[src/ptm_pkg.sv]
package ptm_pkg;

  localparam int NUM_TMR = 4;
  localparam int APB_AW  = 8;

  // Byte addresses of the register map
  localparam logic [7:0] OFS_CTRL_AL = 8'h00;
  localparam logic [7:0] OFS_CTRL_AH = 8'h04;
  localparam logic [7:0] OFS_CTRL_BL = 8'h08;
  localparam logic [7:0] OFS_CTRL_BH = 8'h0C;
  localparam logic [7:0] OFS_CNT_AL  = 8'h10;
  localparam logic [7:0] OFS_CNT_AH  = 8'h14;
  localparam logic [7:0] OFS_CNT_BL  = 8'h18;
  localparam logic [7:0] OFS_CNT_BH  = 8'h1C;
  localparam logic [7:0] OFS_PER_AL  = 8'h20;
  localparam logic [7:0] OFS_PER_AH  = 8'h24;
  localparam logic [7:0] OFS_PER_BL  = 8'h28;
  localparam logic [7:0] OFS_PER_BH  = 8'h2C;
  localparam logic [7:0] OFS_STAT    = 8'h30;
  localparam logic [7:0] OFS_MASK    = 8'h34;

  // Control register fields
  localparam int CTL_ON        = 15;
  localparam int CTL_IDLE_STOP = 13;
  localparam int CTL_SLEEP_RUN = 12;
  localparam int CTL_GATE      = 6;
  localparam int CTL_PS_HI     = 5;
  localparam int CTL_PS_LO     = 4;
  localparam int CTL_JOIN      = 3;
  localparam int CTL_EXT_CLK   = 1;

  localparam logic [15:0] CTL_LO_WMASK = 16'hB07A;
  localparam logic [15:0] CTL_HI_WMASK = 16'hB072;
  localparam logic [15:0] CTRL_RST     = 16'h0000;
  localparam logic [15:0] PERIOD_RST   = 16'hFFFF;
  localparam logic [15:0] CNT_RST      = 16'h0000;
  localparam logic [15:0] CNT_MAX      = 16'hFFFF;
  localparam logic [3:0]  STAT_RST     = 4'h0;
  localparam logic [3:0]  MASK_RST     = 4'h0;

  // Prescaler terminal counts for 1:1, 1:8, 1:64, 1:256
  localparam logic [7:0] PS_DIV1   = 8'h00;
  localparam logic [7:0] PS_DIV8   = 8'h07;
  localparam logic [7:0] PS_DIV64  = 8'h3F;
  localparam logic [7:0] PS_DIV256 = 8'hFF;

endpackage

[src/ptm_sync.sv]
`timescale 1ns/10ps
module ptm_sync #(
  parameter int W = 8
) (
  input  wire logic         clk,
  input  wire logic         rst_n,
  input  wire logic [W-1:0] din,
  output logic      [W-1:0] level,
  output logic      [W-1:0] rise
);
  logic [W-1:0] s1_reg;
  logic [W-1:0] s2_reg;
  logic [W-1:0] s3_reg;
  logic [W-1:0] agree;

  assign agree = ~(s2_reg ^ s3_reg);

  always_ff @(posedge clk or negedge rst_n) begin
    if (!rst_n) begin
      s1_reg <= '0;
      s2_reg <= '0;
      s3_reg <= '0;
      level  <= '0;
      rise   <= '0;
    end else begin
      s1_reg <= din;
      s2_reg <= s1_reg;
      s3_reg <= s2_reg;
      level  <= (agree & s2_reg) | (~agree & level);
      rise   <= agree & s2_reg & ~level;
    end
  end
endmodule

[src/ptm_pair.sv]
`timescale 1ns/10ps
module ptm_pair (
  input  wire logic        clk,
  input  wire logic        rst_n,
  input  wire logic        join_en,
  input  wire logic        tick_lo,
  input  wire logic        tick_hi,
  input  wire logic [15:0] per_lo,
  input  wire logic [15:0] per_hi,
  input  wire logic        load_lo,
  input  wire logic        load_hi,
  input  wire logic [15:0] load_data,
  output logic      [15:0] cnt_lo,
  output logic      [15:0] cnt_hi,
  output logic             match_lo,
  output logic             match_hi
);
  import ptm_pkg::*;

  logic hit_lo;
  logic hit_hi;
  logic hit_32;
  logic carry;

  assign hit_lo = cnt_lo == per_lo;
  assign hit_hi = cnt_hi == per_hi;
  assign hit_32 = hit_lo & hit_hi;
  assign carry  = cnt_lo == CNT_MAX;

  // Joined pair signals only on the high slot
  assign match_lo = ~join_en & tick_lo & hit_lo;
  assign match_hi = join_en ? (tick_lo & hit_32) : (tick_hi & hit_hi); // RULE_05 RULE_12

  always_ff @(posedge clk or negedge rst_n) begin
    if (!rst_n) begin
      cnt_lo <= CNT_RST;
    end else if (load_lo) begin
      cnt_lo <= load_data;
    end else if (tick_lo) begin
      if (join_en ? hit_32 : hit_lo) begin
        cnt_lo <= CNT_RST; // RULE_14
      end else begin
        cnt_lo <= cnt_lo + 16'h0001; // RULE_09
      end
    end
  end

  always_ff @(posedge clk or negedge rst_n) begin
    if (!rst_n) begin
      cnt_hi <= CNT_RST;
    end else if (load_hi) begin
      cnt_hi <= load_data;
    end else if (join_en) begin
      if (tick_lo && hit_32) begin
        cnt_hi <= CNT_RST; // RULE_14
      end else if (tick_lo && carry) begin
        cnt_hi <= cnt_hi + 16'h0001; // RULE_13 RULE_09
      end
    end else if (tick_hi) begin
      if (hit_hi) begin
        cnt_hi <= CNT_RST; // RULE_14
      end else begin
        cnt_hi <= cnt_hi + 16'h0001; // RULE_04
      end
    end
  end
endmodule

[src/ptm_timers.sv]
// Overview of operation
// (RULE_01) Four 16-bit timers, two joinable pairs
// (RULE_02) Split pair: all synchronous 16-bit modes
// (RULE_03) Joined pair: 32-bit timer or synchronous counter
// (RULE_04) Each timer: synchronous timer or counter
// (RULE_05) Interrupt on full 32-bit period match
// (RULE_06) Gating, prescaler, run in idle/sleep
// (RULE_07) Event trigger only from first pair
// (RULE_08) Only first pair serves as time base
// (RULE_09) Low timer low half, high timer high
// (RULE_10) Joined: high control bits ignored
// (RULE_11) Joined: low clock and gate drive pair
// (RULE_12) Joined: high timer flag signals match
// (RULE_13) High half advances on low carry
// (RULE_14) Period match restarts count from zero
//
// The implementer's own choices: the address map and the APB register port.
`timescale 1ns/10ps
module ptm_timers (
  input  wire logic                       clk,
  input  wire logic                       rst_n,
  input  wire logic [ptm_pkg::APB_AW-1:0] paddr,
  input  wire logic                       psel,
  input  wire logic                       penable,
  input  wire logic                       pwrite,
  input  wire logic [31:0]                pwdata,
  output logic      [31:0]                prdata,
  output logic                            pready,
  output logic                            pslverr,
  input  wire logic [3:0]                 ext_clk,
  input  wire logic [3:0]                 gate_in,
  input  wire logic                       idle_mode,
  input  wire logic                       sleep_mode,
  input  wire logic                       tb_sel,
  output logic      [15:0]                tb_count,
  output logic                            tb_tick,
  output logic                            trig_out,
  output logic                            irq
);
  import ptm_pkg::*;

  logic [15:0] ctrl_reg   [NUM_TMR];
  logic [15:0] period_reg [NUM_TMR];
  logic [7:0]  ps_reg     [NUM_TMR];
  logic [15:0] cnt        [NUM_TMR];
  logic [3:0]  stat_reg;
  logic [3:0]  mask_reg;
  logic [3:0]  stat_next;
  logic [3:0]  match;
  logic [3:0]  run;
  logic [3:0]  evt;
  logic [3:0]  tick;
  logic [3:0]  load;
  logic [3:0]  ext_rise;
  logic [3:0]  gate_lvl;
  logic [1:0]  join_en;
  logic        wr_en;
  logic        rd_setup;
  logic [31:0] rdata_next;
  logic        sel_ctrl;
  logic        sel_cnt;
  logic        sel_per;
  logic        sel_stat;
  logic        sel_mask;
  logic        tb_src_tick;

  // Address decoders for the APB paths; prescaler limit lookup
  function automatic logic is_mapped(input logic [7:0] a);
    is_mapped = (a[1:0] == 2'b00) && (a <= OFS_MASK);
  endfunction

  function automatic logic [1:0] tmr_index(input logic [7:0] a);
    tmr_index = a[3:2];
  endfunction

  function automatic logic group_hit(input logic [7:0] a, input logic [7:0] base);
    group_hit = a[7:4] == base[7:4];
  endfunction

  function automatic logic [7:0] ps_limit(input logic [1:0] sel);
    case (sel)
      2'b00:   ps_limit = PS_DIV1;
      2'b01:   ps_limit = PS_DIV8;
      2'b10:   ps_limit = PS_DIV64;
      default: ps_limit = PS_DIV256;
    endcase
  endfunction

  // APB slave: zero wait states
  assign pready   = 1'b1;
  assign pslverr  = psel & penable & ~is_mapped(paddr);
  assign wr_en    = psel & penable & pwrite & is_mapped(paddr);
  assign rd_setup = psel & ~penable & ~pwrite;

  // Register group selects
  assign sel_ctrl = group_hit(paddr, OFS_CTRL_AL);
  assign sel_cnt  = group_hit(paddr, OFS_CNT_AL);
  assign sel_per  = group_hit(paddr, OFS_PER_AL);
  assign sel_stat = paddr == OFS_STAT;
  assign sel_mask = paddr == OFS_MASK;

  // Pin inputs through three-stage synchronisers
  ptm_sync #(
    .W(4)
  ) u_sync_gate (
    .clk   (clk),
    .rst_n (rst_n),
    .din   (gate_in),
    .level (gate_lvl),
    .rise  ()
  );

  ptm_sync #(
    .W(4)
  ) u_sync_clk (
    .clk   (clk),
    .rst_n (rst_n),
    .din   (ext_clk),
    .level (),
    .rise  (ext_rise)
  );

  // Control registers
  always_ff @(posedge clk or negedge rst_n) begin
    if (!rst_n) begin
      for (int i = 0; i < NUM_TMR; i++) begin
        ctrl_reg[i] <= CTRL_RST;
      end
    end else if (wr_en && sel_ctrl) begin
      if (paddr[2]) begin
        ctrl_reg[tmr_index(paddr)] <= pwdata[15:0] & CTL_HI_WMASK;
      end else begin
        ctrl_reg[tmr_index(paddr)] <= pwdata[15:0] & CTL_LO_WMASK;
      end
    end
  end

  // Period registers
  always_ff @(posedge clk or negedge rst_n) begin
    if (!rst_n) begin
      for (int i = 0; i < NUM_TMR; i++) begin
        period_reg[i] <= PERIOD_RST;
      end
    end else if (wr_en && sel_per) begin
      period_reg[tmr_index(paddr)] <= pwdata[15:0];
    end
  end

  // Counter loads from software
  always_comb begin
    load = 4'h0;
    if (wr_en && sel_cnt) begin
      load[tmr_index(paddr)] = 1'b1;
    end
  end

  assign join_en[0] = ctrl_reg[0][CTL_JOIN]; // RULE_01
  assign join_en[1] = ctrl_reg[2][CTL_JOIN]; // RULE_01

  // Tick qualification per timer
  always_comb begin
    for (int i = 0; i < NUM_TMR; i++) begin
      run[i] = ctrl_reg[i][CTL_ON]
             & ~(idle_mode & ctrl_reg[i][CTL_IDLE_STOP])
             & ~(sleep_mode & ~ctrl_reg[i][CTL_SLEEP_RUN]); // RULE_06
      if (ctrl_reg[i][CTL_EXT_CLK]) begin
        evt[i] = ext_rise[i]; // RULE_02 RULE_03
      end else begin
        evt[i] = ~ctrl_reg[i][CTL_GATE] | gate_lvl[i]; // RULE_06
      end
      tick[i] = run[i] & evt[i]
              & (ps_reg[i] == ps_limit(ctrl_reg[i][CTL_PS_HI:CTL_PS_LO])); // RULE_06
    end
  end

  // Prescalers
  always_ff @(posedge clk or negedge rst_n) begin
    if (!rst_n) begin
      for (int i = 0; i < NUM_TMR; i++) begin
        ps_reg[i] <= 8'h00;
      end
    end else begin
      for (int i = 0; i < NUM_TMR; i++) begin
        if (!run[i] || tick[i]) begin
          ps_reg[i] <= 8'h00;
        end else if (evt[i]) begin
          ps_reg[i] <= ps_reg[i] + 8'h01;
        end
      end
    end
  end

  // Timer pairs; a joined pair takes only the low tick
  ptm_pair u_pair_a (
    .clk       (clk),
    .rst_n     (rst_n),
    .join_en   (join_en[0]),
    .tick_lo   (tick[0]), // RULE_11
    .tick_hi   (tick[1] & ~join_en[0]), // RULE_10
    .per_lo    (period_reg[0]),
    .per_hi    (period_reg[1]),
    .load_lo   (load[0]),
    .load_hi   (load[1]),
    .load_data (pwdata[15:0]),
    .cnt_lo    (cnt[0]),
    .cnt_hi    (cnt[1]),
    .match_lo  (match[0]),
    .match_hi  (match[1])
  );

  ptm_pair u_pair_b (
    .clk       (clk),
    .rst_n     (rst_n),
    .join_en   (join_en[1]),
    .tick_lo   (tick[2]), // RULE_11
    .tick_hi   (tick[3] & ~join_en[1]), // RULE_10
    .per_lo    (period_reg[2]),
    .per_hi    (period_reg[3]),
    .load_lo   (load[2]),
    .load_hi   (load[3]),
    .load_data (pwdata[15:0]),
    .cnt_lo    (cnt[2]),
    .cnt_hi    (cnt[3]),
    .match_lo  (match[2]),
    .match_hi  (match[3])
  );

  // Status: match sets, write one clears, set wins
  always_comb begin
    stat_next = stat_reg;
    if (wr_en && sel_stat) begin
      stat_next = stat_next & ~pwdata[3:0];
    end
    stat_next = stat_next | match; // RULE_12
  end

  always_ff @(posedge clk or negedge rst_n) begin
    if (!rst_n) begin
      stat_reg <= STAT_RST;
    end else begin
      stat_reg <= stat_next;
    end
  end

  always_ff @(posedge clk or negedge rst_n) begin
    if (!rst_n) begin
      mask_reg <= MASK_RST;
    end else if (wr_en && sel_mask) begin
      mask_reg <= pwdata[3:0];
    end
  end

  assign irq = |(stat_reg & mask_reg); // RULE_05

  // Event trigger from the first pair only
  always_ff @(posedge clk or negedge rst_n) begin
    if (!rst_n) begin
      trig_out <= 1'b0;
    end else begin
      trig_out <= match[1]; // RULE_07
    end
  end

  assign tb_src_tick = join_en[0] ? tick[0] : tick[1]; // RULE_08

  // Capture/compare time base from the first pair only
  always_ff @(posedge clk or negedge rst_n) begin
    if (!rst_n) begin
      tb_count <= CNT_RST;
      tb_tick  <= 1'b0;
    end else if (tb_sel) begin
      tb_count <= cnt[1]; // RULE_08
      tb_tick  <= tb_src_tick;
    end else begin
      tb_count <= cnt[0]; // RULE_08
      tb_tick  <= tick[0];
    end
  end

  // Read data, captured in the setup phase
  always_comb begin
    rdata_next = 32'h0000_0000;
    case (paddr[7:4])
      OFS_CTRL_AL[7:4]: rdata_next[15:0] = ctrl_reg[tmr_index(paddr)];
      OFS_CNT_AL[7:4]:  rdata_next[15:0] = cnt[tmr_index(paddr)];
      OFS_PER_AL[7:4]:  rdata_next[15:0] = period_reg[tmr_index(paddr)];
      OFS_STAT[7:4]: begin
        if (paddr == OFS_STAT) begin
          rdata_next[3:0] = stat_reg;
        end else if (paddr == OFS_MASK) begin
          rdata_next[3:0] = mask_reg;
        end
      end
      default: rdata_next = 32'h0000_0000;
    endcase
    if (!is_mapped(paddr)) begin
      rdata_next = 32'h0000_0000;
    end
  end

  always_ff @(posedge clk or negedge rst_n) begin
    if (!rst_n) begin
      prdata <= 32'h0000_0000;
    end else if (rd_setup) begin
      prdata <= rdata_next;
    end
  end

endmodule

[config.mk]
export PLATFORM = sky130hd
export DESIGN_NAME = ptm_timers
export DESIGN_NICKNAME = d
export VERILOG_FILES = /design/src/ptm_pkg.sv /design/src/ptm_sync.sv /design/src/ptm_pair.sv /design/src/ptm_timers.sv
export SDC_FILE = /design/constraint.sdc
export NUM_CORES = 1
export LEC_CHECK = 0
export BUFFER_PORTS_ARGS = -buffer_cell sky130_fd_sc_hd__buf_4
export CORE_ASPECT_RATIO = 2
export CORE_MARGIN = 8
export CORE_UTILIZATION = 25
export DETAILED_ROUTE_END_ITERATION = 10
export SETUP_SLACK_MARGIN = 0.5
export SLEW_MARGIN = 5
export SYNTH_ARGS = -nofsm -noshare
export SYNTH_HDL_FRONTEND = slang
export SYNTH_SLANG_ARGS = --single-unit
[constraint.sdc]
create_clock -name clk -period 2.5 [get_ports clk]
set_input_delay 0.5 -clock clk [delete_from_list [all_inputs] [get_ports clk]]
set_output_delay 0.5 -clock clk [all_outputs]
set_load 0.005 [all_outputs]
==> flow_summary.yaml <==
worst_setup_path:
  endpoint_kind: "flop"
  critPathMaxFanout: 8
  worst_setup_path_start_kind: "flop"
  worst-endpoint-arrival_ns: 3.02
  ff_to_ff_setup_slack_ns: -0.05
  cp_data_required_time_ns: 2.97
  path_class: "flop to flop"
floorplan:
  number_of_rows_in_the_core_area: 131
  coreArea_um2: 63270
  die_width_um: 194.3
  die_h_um: 372.5
  pin_count: 109
  die_area_um2: 72360
  initial_core_util_pct: 25.11
timing:
  clock.fmax_mhz: 391.5
  tightest_pin_transition_ns: 0.5618
  final-hold-violation-count: 0
  final_critical_period_ns: 2.554
  worst_clock_skew_ns: 0.02008
  post-route-worst-setup-slack_ns: -0.05437
  final_min_period_over_clock_period_pct: 102.2
  fin_worst_hold_slack_ns: 0.06600
  grt_setup_unrepaired: "true"
  finalSetupViolCount: 8
  slew_violations: 0
  relSlewSlack_pct: 62.54
yosys:
  synth.yosys.warnings: 0
  ys_seq_area_share_pct: 48.07
  synth-edff-count: 0
  synth_area_um2: 15890
  synthDistinctLibCells: 74
  synth.largest_area_cell: "dfrtp_1"
  gate_count_after_technology_mapping: 1475
  synth_flop_cell: "dfrtp_1"
  async_flop_share_pct: 100.0
  yosysTopAreaCellShare_pct: 37.49
  synth_area_per_cell_um2: 10.77
  postSynthRegisterBits: 302
  synth.top_cells.by_area: "dfrtp_1 37%, dfstp_2 11%, mux2_2 7.3%"
outcome:
  violations: "setup timing"
  run_status: "complete, but fails checks"
detailed_routing:
  drc_errors: 0
  detailroute.via_count: 12980
  first_iter_violations: 919
  route.detailed.wl_per_inst_um: 20.06
  totalWireLength_um: 51520
  viasPerCell: 5.055
  count_of_nets_left_with_antenna_violations_after_detail_routing: 0
  detailedRoute.firstPassIterationCount: 7
finish:
  mostFrequentLayoutCells: "258 x buf_4, 225 x dfrtp_1, 123 x nand2_1, 102 x mux2_2, 69 x xnor2_1"
  final_net_count: 1812
  layout.cells.most_common: "buf_4"
  combined_area_of_the_multi_input_logic_cells_um2: 8650
  syn2layout_area_growth_pct: 35.76
  postLayoutCoreUtil_pct: 34.09
  layout-drive-gt1-share_pct: 43.41
  fill_cells: 6229
  area.sequential_um2: 7654
power_and_ir_drop:
  netSwitchingPower_mw: 2.775
  power_mw: 11.13
  ir_drop_uv: 411.7
  clock_power_share_pct: 45.3
  total_leakage_power_nw: 9.099
  seqPwrFrac_pct: 45.3
  power_density_nw_per_um2: 516.1
  power_switching_share_pct: 24.93
  p_int_mw: 8.358
  power.share.combinational_pct: 9.4
cts:
  ctsRootBufferMaster: "clkbuf_16"
  clock_tree.htree_level_count: 2
  cts.path.max_buffers: 3
  worst_skew_pair.late_latency_ns: 0.54
  cts_tree: "done"
  numClockSinks: 302
  clock_slew_at_reported_path_ffs_ns: 0.06
  cts_made_buffers: 35
place:
  place.gp.congestion: 0.8882
  pre_cts_slack_ns: -0.1310
  dpl.hpwl_um: 36880
  portBuffers: 75
grt:
  gr-total-overflow: 0
  globalRouteMet2Util_pct: 21.22
  antenna_violations_before_repair: 2
  grt.met1_usage_pct: 19.16
  global_route.usage.total_pct: 13.77
  globalRoute.busiestLayer: "met2"
  grt_start_max_net_pins: 61
  grt_pass1_wl_um: 78520
  first_global_vias: 13000
  met3_usage_pct: 2.290
run:
  maxCapViolCount: 0
min_path:
  timing.hold.worst.class: "input pin to flop"
[synthesized netlist by cell type (13+ instances only)]
library cell and instances:
a21oi_1 51, nand3_1 47, buf_4 17, nand4_1 36
mux2_2 103, xnor2_1 74, clkbuf_1 69, nor3_1 25
inv_1 51, o22ai_1 13, a21o_1 14, and3_1 21
dfrtp_1 238, mux4_2 48, o21ai_0 87, nor2b_1 13
and2_1 43, nor4_1 17, nand2_1 132, a22o_1 16
dfstp_2 64, a22oi_1 38, nor2_1 69, xor2_1 18
nand2b_1 15
[stage by stage]
step / TNS, ns / cells / instance area (um^2)
floorplan: 0 / 1490 / 16360
global placement: -1.183 / 2446 / 18950
detailed placement: -2.240 / 2446 / 18950
CTS: -0.04805 / 2543 / 20840
global route: -3.437 / 2567 / 21570
finish: -0.1608 / 2568 / 21570
[cell families after synthesis]
logic type | count (synthesis) | share of synthesized area, %
DFF | 302 | 48.07
and+or+nand+nor | 457 | 14.77
muxes | 159 | 14.63
buffers and inverters | 153 | 4.142
AOI/OAI and AO/OA | 294 | 12.07
adders and majority gates | 16 | 1.197
other | 2 | 0.04727
xor gates and xnor gates | 92 | 5.072
[power groups by stage]
| stage | logic, mW | registers, mW | clock network (mW) |
|---|---|---|---|
| finish | 1.04 | 5.04 | 5.05 |
| CTS | 0.994 | 5.04 | 5.15 |
| global placement | 0.849 | 5.13 | 0 |
| detailed placement | 0.859 | 5.13 | 0 |
| floorplan | 0.411 | 5.11 | 0 |
| global route | 1.12 | 5.05 | 5.36 |
[worst paths after layout]
kind                                      startpoint                    to  cells past startpoint
worst max-delay path                      ps_reg[25]    u_pair_a.cnt_lo[9]                      8
worst min-delay path                      ext_clk[3]  u_sync_clk.s1_reg[3]                      1
worst max register to register            ps_reg[25]    u_pair_a.cnt_lo[9]                      8
worst min register to register  u_sync_clk.s1_reg[3]  u_sync_clk.s2_reg[3]                      0
max in group asynchronous                      rst_n        period_reg[30]                      3
min in group asynchronous                      rst_n            ps_reg[19]                      2
[cell type report]
cell class	count	share of cell area, %
flip-flops and latches	302	35.48
multi-input cells	1035	40.10
clock inverters	15	0.5569
clock buffers	47	4.646
inverters	51	0.8991
well taps	798	4.629
repair buffers	319	13.67
diodes	1	0.01160
[routing by layer]
metal  routed length (um)  up-vias
li1                     -     5878
met1                22680     6492
met2                23180      513
met3                 3488       97
met4                 2139        2
met5                   29        -
[critical path, stage by stage (launching register included)]
cell and delay (ns):
dfrtp_1 0.37, or4_1 0.51, o22a_2 0.27, or4b_4 0.55
buf_12 0.18, or3_1 0.30, a21boi_1 0.13, a21oi_1 0.05
o21ai_1 0.12
[repair_timing]
item                       4_1_cts  5_1_grt
hold endpoints to repair        28        0
hold buffers                     1        0
buffers inserted                30       20
resized for setup              105      109
cloned                           4        4
setup endpoints to repair       95       95
pin swaps                       70       68
Power figures use the tool's default switching activity.
